$ cat src/hw/ctm_map.svh
// How it works
// [RULE_01] 16-bit up-counter counts selected edges when on, unpaused
// [RULE_02] Comparator P checks period against counter bits 15:8
// [RULE_03] Comparator A checks all sixteen counter bits
// [RULE_04] Counter not writable; software clears it only by switching on
// [RULE_05] Overflow or selected match clears counter, raises request
// [RULE_06] Pause holds count; release resumes from held value
// [RULE_07] Three-bit field selects one of eight count sources
// [RULE_08] Switching off stops counting, keeps residual value
// [RULE_09] Switching on clears counter to zero first
// [RULE_10] Switching on restores initial output level, compare mode
// [RULE_11] Low byte write only loads holding buffer
// [RULE_12] High byte write also copies buffer to low
// [RULE_13] High byte read captures live low byte into buffer
// [RULE_14] Low byte read returns holding buffer contents
// [RULE_15] Software writes low first, reads high first
// [RULE_16] Counter pair read-only, match pair and period read/write
// [RULE_17] Pin enable bits 0 to 2 connect outputs
// [RULE_18] Pin enable bit 7 enables tick output pin
// [RULE_19] Unimplemented control bits read as zero
// [RULE_20] Two-bit mode: compare, undefined, PWM, plain timer
// [RULE_21] Output function on A match: keep, low, high, toggle
// [RULE_22] Clear select: 0 period match, 1 A match
// [RULE_23] Output control: initial level, or PWM active level
// [RULE_24] External input synchronised, selected edge gives one pulse
// [RULE_25] Separate A and P match flags set on match
`ifndef CTM_MAP_SVH
`define CTM_MAP_SVH
// Register byte offsets
`define CTM_OFS_PIN_EN    8'h00
`define CTM_OFS_CLK_RUN   8'h04
`define CTM_OFS_MODE      8'h08
`define CTM_OFS_CNT_LO    8'h0C
`define CTM_OFS_CNT_HI    8'h10
`define CTM_OFS_MA_LO     8'h14
`define CTM_OFS_MA_HI     8'h18
`define CTM_OFS_PERIOD    8'h1C
`define CTM_OFS_FLAGS     8'h20
// Field positions
`define CTM_RUN_PAUSE     7
`define CTM_RUN_SRC_HI    6
`define CTM_RUN_SRC_LO    4
`define CTM_RUN_ON        3
`define CTM_MODE_HI       7
`define CTM_MODE_LO       6
`define CTM_FUNC_HI       5
`define CTM_FUNC_LO       4
`define CTM_MODE_OC       3
`define CTM_MODE_POL      2
`define CTM_MODE_DPX      1
`define CTM_MODE_CCLR     0
`define CTM_PIN_TICK      7
// Implemented bit masks
`define CTM_PIN_MASK      8'h87
`define CTM_RUN_MASK      8'hF8
// Reset values
`define CTM_RST_BYTE      8'h00
`define CTM_RST_WORD      16'h0000
// Prescaler terminal counts
`define CTM_DIV4_LAST     6'h03
`define CTM_DIV16_LAST    6'h0F
`define CTM_DIV64_LAST    6'h3F
`endif

$ cat src/hw/ctm_pkg.sv
package ctm_pkg;
   // APB request from the master
   typedef struct packed {
      logic        psel;
      logic        penable;
      logic        pwrite;
      logic [7:0]  paddr;
      logic [31:0] pwdata;
   } ctm_apb_req_t;
   // APB answer to the master
   typedef struct packed {
      logic        pready;
      logic        pslverr;
      logic [31:0] prdata;
   } ctm_apb_rsp_t;
   // Bus phase
   typedef enum logic [1:0] {
      CTM_PH_IDLE = 2'b01,
      CTM_PH_ACC  = 2'b10
   } ctm_phase_t;
   // Operating modes
   typedef enum logic [1:0] {
      CTM_MD_CMP   = 2'b00,
      CTM_MD_UNDEF = 2'b01,
      CTM_MD_PWM   = 2'b10,
      CTM_MD_TIMER = 2'b11
   } ctm_mode_t;
   // Count sources
   typedef enum logic [2:0] {
      CTM_SRC_SYS4  = 3'b000,
      CTM_SRC_SYS   = 3'b001,
      CTM_SRC_HI16  = 3'b010,
      CTM_SRC_HI64  = 3'b011,
      CTM_SRC_TBC   = 3'b100,
      CTM_SRC_HI    = 3'b101,
      CTM_SRC_RISE  = 3'b110,
      CTM_SRC_FALL  = 3'b111
   } ctm_src_t;
endpackage : ctm_pkg

$ cat src/hw/ctm_top.sv
// Our own choices: the APB slave port and the register offsets.
`timescale 1ns/1ps
`include "ctm_map.svh"
module ctm_top #(
   parameter int PIN_IDX = 2
) (
   input  wire logic                  ref_clk_i,
   input  wire logic                  srst_i,
   input  wire ctm_pkg::ctm_apb_req_t apb_req_i,
   output ctm_pkg::ctm_apb_rsp_t      apb_rsp_o,
   input  wire logic                  hi_tick_i,
   input  wire logic                  tbc_tick_i,
   input  wire logic                  external_count_i,
   output logic                       timer_output_pin_o,
   output logic                       timer_output_pin_oe_o,
   output logic [2:0]                 output_pin_enable_o,
   output logic                       tick_output_pin_enable_o,
   output logic                       match_a_flag_o,
   output logic                       match_p_flag_o
);

   logic [7:0]          pin_en_reg;
   logic [7:0]          run_reg;
   logic [7:0]          mode_reg;
   logic [15:0]         cnt_reg;
   logic [15:0]         cnt_next;
   logic [15:0]         ma_reg;
   logic [7:0]          period_reg;
   logic [7:0]          hold_reg;
   logic [1:0]          flag_reg;
   logic                on_dly_reg;
   logic [5:0]          sys_div_reg;
   logic [5:0]          hi_div_reg;
   logic [2:0]          ext_sync_reg;
   logic                tick;
   logic                sys4_tick;
   logic                hi16_tick;
   logic                hi64_tick;
   logic                ext_rise;
   logic                ext_fall;
   logic                on_rise;
   logic                running;
   logic                step;
   logic [15:0]         inc;
   logic                hit_a;
   logic                hit_p;
   logic                clr;
   logic                out_reg;
   logic                pwm_act;
   logic                pin_oe_next;
   logic                pin_next;
   ctm_pkg::ctm_phase_t phase_reg;
   ctm_pkg::ctm_apb_rsp_t rsp_reg;
   logic [31:0]         rdata_next;
   logic                bad_next;
   logic                setup;
   logic                done;
   logic                wr;
   logic                cap_cnt;
   logic                cap_ma;
   logic [7:0]          wbyte;
   logic [7:0]          adr;
   ctm_pkg::ctm_mode_t  mode;
   ctm_pkg::ctm_src_t   src;

   // Field decode
   assign mode  = ctm_pkg::ctm_mode_t'(
                     mode_reg[`CTM_MODE_HI:`CTM_MODE_LO]);
   assign src   = ctm_pkg::ctm_src_t'(
                     run_reg[`CTM_RUN_SRC_HI:`CTM_RUN_SRC_LO]);
   assign adr   = apb_req_i.paddr;
   assign wbyte = apb_req_i.pwdata[7:0];

   // Bus handshake terms
   assign setup = apb_req_i.psel && !apb_req_i.penable;
   assign done  = apb_req_i.psel && apb_req_i.penable && rsp_reg.pready &&
                  phase_reg == ctm_pkg::CTM_PH_ACC;
   assign wr    = done && apb_req_i.pwrite;

   // High byte reads are caught in the setup cycle, the same edge at which
   // the high byte is latched, so the pair cannot tear across a carry
   assign cap_cnt = setup && !apb_req_i.pwrite &&
                    adr == `CTM_OFS_CNT_HI; // RULE_13
   assign cap_ma  = setup && !apb_req_i.pwrite &&
                    adr == `CTM_OFS_MA_HI; // RULE_13

   // Bus phase tracker: answer in the first access cycle
   always_ff @(posedge ref_clk_i) begin
      if (srst_i) begin
         phase_reg <= ctm_pkg::CTM_PH_IDLE;
      end else begin
         case (phase_reg)
            ctm_pkg::CTM_PH_IDLE: begin
               if (setup) begin
                  phase_reg <= ctm_pkg::CTM_PH_ACC;
               end
            end
            ctm_pkg::CTM_PH_ACC: begin
               phase_reg <= setup ? ctm_pkg::CTM_PH_ACC
                                  : ctm_pkg::CTM_PH_IDLE;
            end
            default: begin
               phase_reg <= ctm_pkg::CTM_PH_IDLE;
            end
         endcase
      end
   end

   // Read mux, sampled in the setup cycle; unmapped offsets read as zero
   // and answer with an error
   always_comb begin
      rdata_next = 32'h0000_0000;
      bad_next   = 1'b0;
      case (adr)
         `CTM_OFS_PIN_EN:  rdata_next[7:0] = pin_en_reg & `CTM_PIN_MASK; // RULE_19
         `CTM_OFS_CLK_RUN: rdata_next[7:0] = run_reg & `CTM_RUN_MASK;    // RULE_19
         `CTM_OFS_MODE:    rdata_next[7:0] = mode_reg;
         `CTM_OFS_CNT_LO:  rdata_next[7:0] = hold_reg;     // RULE_14
         `CTM_OFS_CNT_HI:  rdata_next[7:0] = cnt_reg[15:8]; // RULE_13
         `CTM_OFS_MA_LO:   rdata_next[7:0] = hold_reg;     // RULE_14
         `CTM_OFS_MA_HI:   rdata_next[7:0] = ma_reg[15:8];  // RULE_13
         `CTM_OFS_PERIOD:  rdata_next[7:0] = period_reg;   // RULE_16
         `CTM_OFS_FLAGS:   rdata_next[1:0] = flag_reg;
         default:          bad_next = 1'b1;
      endcase
   end

   // Registered answer: ready one cycle after setup
   always_ff @(posedge ref_clk_i) begin
      if (srst_i) begin
         rsp_reg <= '0;
      end else begin
         rsp_reg.pready <= setup;
         if (setup) begin
            rsp_reg.prdata  <= apb_req_i.pwrite ? 32'h0000_0000
                                                : rdata_next;
            rsp_reg.pslverr <= bad_next;
         end else if (done) begin
            rsp_reg.pslverr <= 1'b0;
         end
      end
   end

   // Control registers
   always_ff @(posedge ref_clk_i) begin
      if (srst_i) begin
         pin_en_reg <= `CTM_RST_BYTE;
         run_reg    <= `CTM_RST_BYTE;
         mode_reg   <= `CTM_RST_BYTE;
         period_reg <= `CTM_RST_BYTE;
      end else if (wr) begin
         case (adr)
            `CTM_OFS_PIN_EN:  pin_en_reg <= wbyte & `CTM_PIN_MASK; // RULE_17
            `CTM_OFS_CLK_RUN: run_reg    <= wbyte & `CTM_RUN_MASK;
            `CTM_OFS_MODE:    mode_reg   <= wbyte;
            `CTM_OFS_PERIOD:  period_reg <= wbyte; // RULE_16
            `CTM_OFS_CNT_LO, `CTM_OFS_CNT_HI: begin // RULE_04
               // Counter bytes are read-only; writes fall away
            end
            default: begin
            end
         endcase
      end
   end

   // Holding buffer for the byte pairs
   always_ff @(posedge ref_clk_i) begin
      if (srst_i) begin
         hold_reg <= `CTM_RST_BYTE;
      end else if (wr && adr == `CTM_OFS_MA_LO) begin
         hold_reg <= wbyte; // RULE_11
      end else if (cap_cnt) begin
         hold_reg <= cnt_reg[7:0]; // RULE_13
      end else if (cap_ma) begin
         hold_reg <= ma_reg[7:0]; // RULE_13
      end
   end

   // Match A value: loaded whole on high byte write
   // The low half comes from the holding buffer, so write order matters
   always_ff @(posedge ref_clk_i) begin
      if (srst_i) begin
         ma_reg <= `CTM_RST_WORD;
      end else if (wr && adr == `CTM_OFS_MA_HI) begin
         ma_reg <= {wbyte, hold_reg}; // RULE_12
      end
   end

   // Prescaler on the system clock
   // Free running: a source switch never restarts the divider
   always_ff @(posedge ref_clk_i) begin
      if (srst_i) begin
         sys_div_reg <= 6'h00;
      end else begin
         sys_div_reg <= sys4_tick ? 6'h00 : sys_div_reg + 6'h01;
      end
   end
   assign sys4_tick = (sys_div_reg == `CTM_DIV4_LAST);

   // Prescaler on the high speed tick
   always_ff @(posedge ref_clk_i) begin
      if (srst_i) begin
         hi_div_reg <= 6'h00;
      end else if (hi_tick_i) begin
         hi_div_reg <= hi_div_reg + 6'h01;
      end
   end
   assign hi16_tick = hi_tick_i &&
                      ({2'b00, hi_div_reg[3:0]} == `CTM_DIV16_LAST);
   assign hi64_tick = hi_tick_i && (hi_div_reg == `CTM_DIV64_LAST);

   // External input synchroniser and edge detector
   // Two flops settle the pin, the third holds the level to find edges
   always_ff @(posedge ref_clk_i) begin
      if (srst_i) begin
         ext_sync_reg <= 3'b000;
      end else begin
         ext_sync_reg <= {ext_sync_reg[1:0], external_count_i}; // RULE_24
      end
   end
   assign ext_rise = ext_sync_reg[1] && !ext_sync_reg[2]; // RULE_24
   assign ext_fall = !ext_sync_reg[1] && ext_sync_reg[2]; // RULE_24

   // Count source select
   always_comb begin
      case (src) // RULE_07
         ctm_pkg::CTM_SRC_SYS4: tick = sys4_tick;
         ctm_pkg::CTM_SRC_SYS:  tick = 1'b1;
         ctm_pkg::CTM_SRC_HI16: tick = hi16_tick;
         ctm_pkg::CTM_SRC_HI64: tick = hi64_tick;
         ctm_pkg::CTM_SRC_TBC:  tick = tbc_tick_i;
         ctm_pkg::CTM_SRC_HI:   tick = hi_tick_i;
         ctm_pkg::CTM_SRC_RISE: tick = ext_rise;
         ctm_pkg::CTM_SRC_FALL: tick = ext_fall;
         default:               tick = 1'b0;
      endcase
   end

   // Run state and switch-on edge
   always_ff @(posedge ref_clk_i) begin
      if (srst_i) begin
         on_dly_reg <= 1'b0;
      end else begin
         on_dly_reg <= run_reg[`CTM_RUN_ON];
      end
   end
   assign on_rise = run_reg[`CTM_RUN_ON] && !on_dly_reg;
   assign running = run_reg[`CTM_RUN_ON] &&
                    !run_reg[`CTM_RUN_PAUSE]; // RULE_06 RULE_08
   assign step    = running && tick && !on_rise; // RULE_01

   // Comparators look at the value the counter is about to take
   assign inc   = cnt_reg + 16'h0001;
   assign hit_a = step && (inc == ma_reg); // RULE_03
   assign hit_p = step && (inc[15:8] == period_reg) &&
                  (inc[7:0] == 8'h00); // RULE_02
   assign clr   = mode_reg[`CTM_MODE_CCLR] ? hit_a : hit_p; // RULE_22

   // Counter: no software write path
   // A switch-on edge wins over a tick that falls in the same cycle
   always_comb begin
      cnt_next = cnt_reg; // RULE_06 RULE_08
      if (on_rise) begin
         cnt_next = `CTM_RST_WORD; // RULE_09 RULE_04
      end else if (step) begin
         cnt_next = clr ? `CTM_RST_WORD : inc; // RULE_05 RULE_01
      end
   end
   always_ff @(posedge ref_clk_i) begin
      if (srst_i) begin
         cnt_reg <= `CTM_RST_WORD;
      end else begin
         cnt_reg <= cnt_next;
      end
   end

   // Match flags: set wins over a write-one clear
   generate
      for (genvar i = 0; i < 2; i++) begin : g_flag
         logic hit;
         assign hit = (i == 0) ? hit_a : hit_p;
         always_ff @(posedge ref_clk_i) begin
            if (srst_i) begin
               flag_reg[i] <= 1'b0;
            end else if (hit) begin
               flag_reg[i] <= 1'b1; // RULE_25 RULE_05
            end else if (wr && adr == `CTM_OFS_FLAGS &&
                         wbyte[i]) begin
               flag_reg[i] <= 1'b0;
            end
         end
      end
   endgenerate

   // Compare output level
   always_ff @(posedge ref_clk_i) begin
      if (srst_i) begin
         out_reg <= 1'b0;
      end else if (mode == ctm_pkg::CTM_MD_CMP) begin
         if (on_rise) begin
            out_reg <= mode_reg[`CTM_MODE_OC]; // RULE_10 RULE_23
         end else if (hit_a) begin
            case (mode_reg[`CTM_FUNC_HI:`CTM_FUNC_LO]) // RULE_21
               2'b01:   out_reg <= 1'b0;
               2'b10:   out_reg <= 1'b1;
               2'b11:   out_reg <= !out_reg;
               default: out_reg <= out_reg;
            endcase
         end
      end
   end

   // PWM active phase: duty from A or period, chosen by swap bit
   // Function and mode bits should only change while switched off
   always_comb begin
      case (mode_reg[`CTM_FUNC_HI:`CTM_FUNC_LO])
         2'b00:   pwm_act = 1'b0;
         2'b01:   pwm_act = 1'b1;
         2'b10:   pwm_act = mode_reg[`CTM_MODE_DPX] ?
                            (cnt_reg[15:8] < period_reg) :
                            (cnt_reg < ma_reg);
         default: pwm_act = 1'b0;
      endcase
   end

   // Pin level and enable ahead of the output flops
   always_comb begin
      pin_next    = out_reg;
      pin_oe_next = pin_en_reg[PIN_IDX]; // RULE_17
      case (mode) // RULE_20
         ctm_pkg::CTM_MD_CMP: begin
            pin_next = out_reg;
         end
         ctm_pkg::CTM_MD_PWM: begin
            pin_next = mode_reg[`CTM_MODE_OC] ? pwm_act
                                              : !pwm_act; // RULE_23
            pin_oe_next = pin_oe_next && run_reg[`CTM_RUN_ON];
         end
         ctm_pkg::CTM_MD_TIMER: begin
            pin_oe_next = 1'b0;
         end
         default: begin
            pin_next = out_reg;
         end
      endcase
      if (mode != ctm_pkg::CTM_MD_TIMER) begin
         pin_next = pin_next ^ mode_reg[`CTM_MODE_POL];
      end
   end

   // Registered outputs
   // Flags reach the pins one cycle after they are set
   always_ff @(posedge ref_clk_i) begin
      if (srst_i) begin
         timer_output_pin_o       <= 1'b0;
         timer_output_pin_oe_o    <= 1'b0;
         output_pin_enable_o      <= 3'b000;
         tick_output_pin_enable_o <= 1'b0;
         match_a_flag_o           <= 1'b0;
         match_p_flag_o           <= 1'b0;
      end else begin
         timer_output_pin_o       <= pin_next;
         timer_output_pin_oe_o    <= pin_oe_next;
         output_pin_enable_o      <= pin_en_reg[2:0]; // RULE_17
         tick_output_pin_enable_o <= pin_en_reg[`CTM_PIN_TICK]; // RULE_18
         match_a_flag_o           <= flag_reg[0];
         match_p_flag_o           <= flag_reg[1];
      end
   end

   assign apb_rsp_o = rsp_reg;

endmodule : ctm_top

$ cat config.mk
export PLATFORM = sky130hd
export DESIGN_NAME = ctm_top
export DESIGN_NICKNAME = d
export VERILOG_FILES = /design/src/hw/ctm_pkg.sv /design/src/hw/ctm_top.sv
export VERILOG_INCLUDE_DIRS = /design/src /design/src/hw
export SDC_FILE = /design/constraint.sdc
export NUM_CORES = 1
export LEC_CHECK = 0
export ABC_AREA = 1
export BUFFER_PORTS_ARGS = -buffer_cell sky130_fd_sc_hd__buf_2
export CORE_ASPECT_RATIO = 0.5
export CORE_MARGIN = 1.5
export CORE_UTILIZATION = 58
export DETAILED_ROUTE_END_ITERATION = 8
export PLACE_DENSITY_LB_ADDON = 0.12
export SLEW_MARGIN = 20
export SYNTH_ARGS = -nofsm -noshare
export SYNTH_HDL_FRONTEND = slang
export SYNTH_SLANG_ARGS = --single-unit
$ cat constraint.sdc
create_clock -name ref_clk_i -period 2.3 [get_ports ref_clk_i]
set_input_delay 0.115 -clock ref_clk_i [delete_from_list [all_inputs] [get_ports ref_clk_i]]
set_output_delay 0.115 -clock ref_clk_i [all_outputs]
set_load 0.1 [all_outputs]
Word level (Yosys, flattened, before mapping). Cells that the tools add are included. W data, S select, Z words.

Magnitude comparators: 2. Mux-type cells: 28. Equality and inequality tests: 29. Reductions and logical operators: 53. Add/sub/neg operators: 3. Bitwise gates (word level): 1.

Operator list (count): $pmux W6 S7 (1); $eq A8 B5 Y1 const B (4); $mux W8 (4); $logic_and A1 B1 Y1 (25); $add A16 B1 Y16 const B (1); $eq A16 B16 Y1 (1); $eq A8 B4 Y1 const B (2); $logic_not A8 Y1 (2); $lt A16 B16 Y1 (1); $mux W16 (1); $mux W1 (14); $pmux W2 S7 (1); $add A6 B1 Y6 const B (2); $eq A3 B3 Y1 const B (4); $eq A2 B2 Y1 const B (5); $logic_not A1 Y1 (9); $reduce_or A9 Y1 (1); $eq A8 B3 Y1 const B (1); $eq A8 B6 Y1 const B (1); $eq A8 B8 Y1 (1); $lt A8 B8 Y1 (1); $pmux W1 S8 (1); $reduce_and A2 Y1 (4); $reduce_bool A2 Y1 (4); 18 further kinds (25).

Register bits after elaboration: 128. Output and inout bits: 42. Bits of input ports: 48. Word-level logic and storage cells: 140.

Depth between registers and ports, before layout.
Depth in word-level cells: 9. Depth in mapped cells: 20. Mapped depth without buffers: 20.

Worst setup path after synthesis. OpenSTA, ideal clock, no wires.

Kind: reg2reg. From: reg rsp_reg (netlist bit apb_rsp_o[33]). To: reg mode_reg[2]. Path slack: 0.031 ns. Path buffers: 2. Required time: 2.214 ns. Clock period less this slack: 2.269 ns. Arrival: 2.183 ns. Setup time: 0.086 ns. Stages on the path, launching flop included: 9. Cell sequence: dfxtp_1 > nand4_1 > nor2_1 > inv_1 > clkbuf_1 > nor2_1 > clkbuf_1 > nor2_1 > a211oi_1.

Word-level cells in the longest chain between the ends: 4.

RTL lines: start: declaration (RTL line ctm_top.sv:53) `ctm_pkg::ctm_apb_rsp_t rsp_reg;`; $logic_and A1 B1 Y1 (2 in series) (RTL line ctm_top.sv:76) `assign done = apb_req_i.psel && apb_req_i.penable && rsp_reg.pready &&`; $logic_and A1 B1 Y1 (RTL line ctm_top.sv:78) `assign wr = done && apb_req_i.pwrite;`; $reduce_and A2 Y1 (no line); end signal: assignment (RTL line ctm_top.sv:149) `` mode_reg <= `CTM_RST_BYTE; ``; end signal: assignment (RTL line ctm_top.sv:155) `` `CTM_OFS_MODE: mode_reg <= wbyte; ``; end: declaration (RTL line ctm_top.sv:24) `logic [7:0] mode_reg;`.

Every way passes these cells. A chain may end at the register's enable or synchronous reset.

Worst setup path in the final report.
From: reg cnt_reg[1]. To: reg cnt_reg[11].

Word-level cells in the longest chain between the ends: 6. Elaborated cells between the ends (all ways): 9. Those cells by class: add/sub (1); eq/ne (2); mux (2); reduce/logical (4).

RTL lines: start: declaration (RTL line ctm_top.sv:25) `logic [15:0] cnt_reg;`; start signal: assignment (RTL line ctm_top.sv:271) `` cnt_reg <= `CTM_RST_WORD; ``; start signal: assignment (RTL line ctm_top.sv:273) `cnt_reg <= cnt_next;`; $add A16 B1 Y16 * (RTL line ctm_top.sv:253) `assign inc = cnt_reg + 16'h0001;`; $eq A8 B8 Y1 (RTL line ctm_top.sv:255) `assign hit_p = step && (inc[15:8] == period_reg) &&`; $logic_and A1 B1 Y1 (2 in series) (RTL line ctm_top.sv:255); $mux W1 (RTL line ctm_top.sv:257) `` assign clr = mode_reg[`CTM_MODE_CCLR] ? hit_a : hit_p; ``; $mux W16 * (RTL line ctm_top.sv:266) `` cnt_next = clr ? `CTM_RST_WORD : inc; ``.

Mark *: on every way between the ends. The rest lies on a longest branch, timed or not.

==> flow_summary.json <==
{
  "worstSkewPairLatency_ns": 0.36,
  "dr_total_vias": 6562,
  "crit_chain": "ha_4, nand2_4, nor2_4, nand3_2, nand2_2, nand2_2, buf_4, nand2_1, nand2_1, nor2_2, nand3_2, o21bai_4, nand2_8, nand3_2, a21oi_1",
  "wire_per_inst_um": 16.4,
  "yosysTopAreaCell": "dfxtp_1",
  "synthTopCellsByArea": "dfxtp_1 34%, nand2_1 13%, inv_1 7.3%",
  "critPathCaptureType": "flop",
  "fin_setup_tns_ns": -0.806,
  "avgSynthCellArea_um2": 6.63,
  "outcome": "complete, but fails checks",
  "cts_tree": "done",
  "synth-seq-area-share_pct": 34.4,
  "post-route-period-util_pct": 104,
  "n_antenna_cell": 0,
  "hold_viol_final": 0,
  "portBuffers": 41,
  "dr.pass1.iters": 8,
  "die_area_um2": 11100,
  "drc": 0,
  "synth_most_common_cell": "nand2_1",
  "yosys_register_bits": 104,
  "layout-drive-gt1-share_pct": 19.5,
  "rows": 26,
  "relSlewSlack_pct": 50.3,
  "yosys_most_used_dff": "dfxtp_1",
  "clock_path_buffers": 2,
  "core_area_um2": 10200,
  "critPathLaunchType": "flop",
  "yosysTopAreaCellShare_pct": 34.4,
  "antenna_found_initial": 0,
  "arrival_ns": 2.59,
  "cts_buffers": 9,
  "crit_top_cell": "nand3_2",
  "grt_pass1_wl_um": 28100,
  "cap_viol_max_count": 0,
  "power.density_nw_per_um2": 506,
  "cpMaxStageDelayCell": "dfxtp_4",
  "timing.hold.ws_ns": 0.00693,
  "netlist_top_cells_count": "206 x nand2_1, 118 x inv_1, 104 x dfxtp_1",
  "htree_levels": 3,
  "boundaryPins": 90,
  "async_reset_ff_share_pct": 0,
  "worst_pin_slew_ns": 0.744,
  "grt_overflow": 0,
  "grt_max_degree": 47,
  "critPathMaxStageDelay_ns": 0.38,
  "ys_warn_count": 0,
  "cts.sinks": 104,
  "hp-class": "input port to flop",
  "worst_slack_ns": -0.0824,
  "gp_congestion": 1.00,
  "drtIter0Drc": 701,
  "layout.nets": 1088,
  "viasPerCell": 5.69,
  "drv_slew": 0,
  "synth_cell_type_count": 41,
  "grt_usage_pct": 33.4,
  "clk_pin_slew_worst_paths_ns": 0.08,
  "die_y_um": 75.2,
  "dieWidth_um": 147,
  "final_antenna_net_count": 0,
  "initial_utilization_pct": 59.4,
  "fin_skew_ns": 0.0112,
  "dp_hpwl_um": 13700,
  "cts-root-buf": "clkbuf_16",
  "wirelength_um": 18900,
  "path_class": "flop to flop",
  "crit_path_max_fanout": 8,
  "placed_area_um2": 6660,
  "worst-endpoint-required_ns": 2.51,
  "rsz0062_at_grt": "yes",
  "syn_inst": 912,
  "layout_min_cycle_time_ns": 2.38,
  "irDropWorstVdd_v": 0.000317,
  "design_area_um2": 7340,
  "violations": "negative setup slack",
  "max_freq_ghz": 0.420,
  "grt_pass1_vias": 5433,
  "leakage_nw": 3.22,
  "syn-cell-area_um2": 6050,
  "synthToLayoutAreaGrowth_pct": 21.4,
  "nFillCells": 876,
  "synth_edf_count": 0,
  "setup-violations-final": 16
}
routing by layer:
metal / up-vias / GRT usage [%] / wire, um
li1: 3157 / - / -
met1: 3008 / 46.5 / 8230
met2: 352 / 51.6 / 8070
met3: 45 / 8.91 / 2190
met4: 0 / 9.56 / 417
met5: - / 0 / 0
layout make-up:
| class | instances | area (um2) | area share, % |
|---|---|---|---|
| Clock inverter | 7 | 68.8 | 0.937 |
| Timing Repair Buffer | 106 | 703 | 9.57 |
| Multi-Input combinational cell | 666 | 3620 | 49.3 |
| Inverter | 122 | 463 | 6.30 |
| Clock buffer | 9 | 225 | 3.07 |
| Tap cell | 140 | 175 | 2.39 |
| Sequential cell | 104 | 2090 | 28.4 |
cell families (layout without fill, tap and decap cells):
kind of cell | Yosys count | after routing | synth area share, %
AND/OR/NAND/NOR | 415 | 416 | 28.8
AO/OA/AOI/OAI | 192 | 192 | 17.9
buffers and inverters | 166 | 244 | 11.9
flip-flops | 104 | 104 | 34.4
adder cells (fa/ha/maj) | 31 | 31 | 6.41
XOR/XNOR | 3 | 3 | 0.434
other | 1 | 24 | 0.0620
what timing repair did:
action	4_1_cts	5_1_grt
pin swaps	5	31
endpoints found under the hold margin	1	0
cloned	1	0
endpoints found under the setup margin	15	18
gates resized for setup	10	67
hold buffers	1	0
setup buffers	2	8
power by group:
part / switching (mW) / leakage, nW / total [mW] / internal, mW
sequential: 0.0135 / 0.842 / 1.83 / 1.82
combinational: 0.304 / 2.23 / 0.358 / 0.0538
clock: 0.765 / 0.143 / 1.53 / 0.766
metrics by stage:
stage / instances / power [mW] / util, % / setup WS, ns
final: 1154 / 3.72 / 72.1 / -0.0824
after global routing: 1154 / 3.81 / 72.1 / -0.178
after CTS: 1146 / 3.72 / 69.0 / 0.0167
after detailed placement: 1126 / 2.22 / 65.4 / -0.0228
after global placement: 1126 / 2.22 / 65.4 / 0.0725
after floorplan: 935 / 2.19 / - / 0.0312
worst paths after layout:
check	start	cells after the start	endpoint	slack, ns
worst min register to register	ext_sync_reg[0]$_SDFF_PP0_	2	ext_sync_reg[1]$_SDFF_PP0_	0.42
worst min-delay path	hi_tick_i	2	hi_div_reg[1]$_SDFFE_PP0P_	0.007
worst max register to register	cnt_reg[1]$_SDFFE_PP0P_	15	cnt_reg[11]$_SDFFE_PP0P_	-0.08
worst max-delay path	cnt_reg[1]$_SDFFE_PP0P_	15	cnt_reg[11]$_SDFFE_PP0P_	-0.08
layout by cell type (no fill, tap or decap), drive strengths merged, types with 2 or more instances in the layout:
master,instances
a211oi,4
a21oi,83
a221oi,3
a22oi,4
a31oi,8
buf,105
clkbuf,9
clkinv,5
conb,24
dfxtp,104
ha,31
inv,123
nand2,213
nand3,71
nand4,8
nor2,110
nor3,10
o2111ai,3
o211ai,8
o21a,2
o21ai,60
o221ai,3
o22ai,9
o31ai,3
xor2,2
critical path: cells and delay by family, from the launching register on:
kind	cells	cell delay (ns)
compound gates	2	0.36
fa+ha+maj	1	0.15
buf+inv	1	0.15
flops	1	0.38
simple gates	11	1.17
No activity file was read; power rests on OpenSTA's default activity.
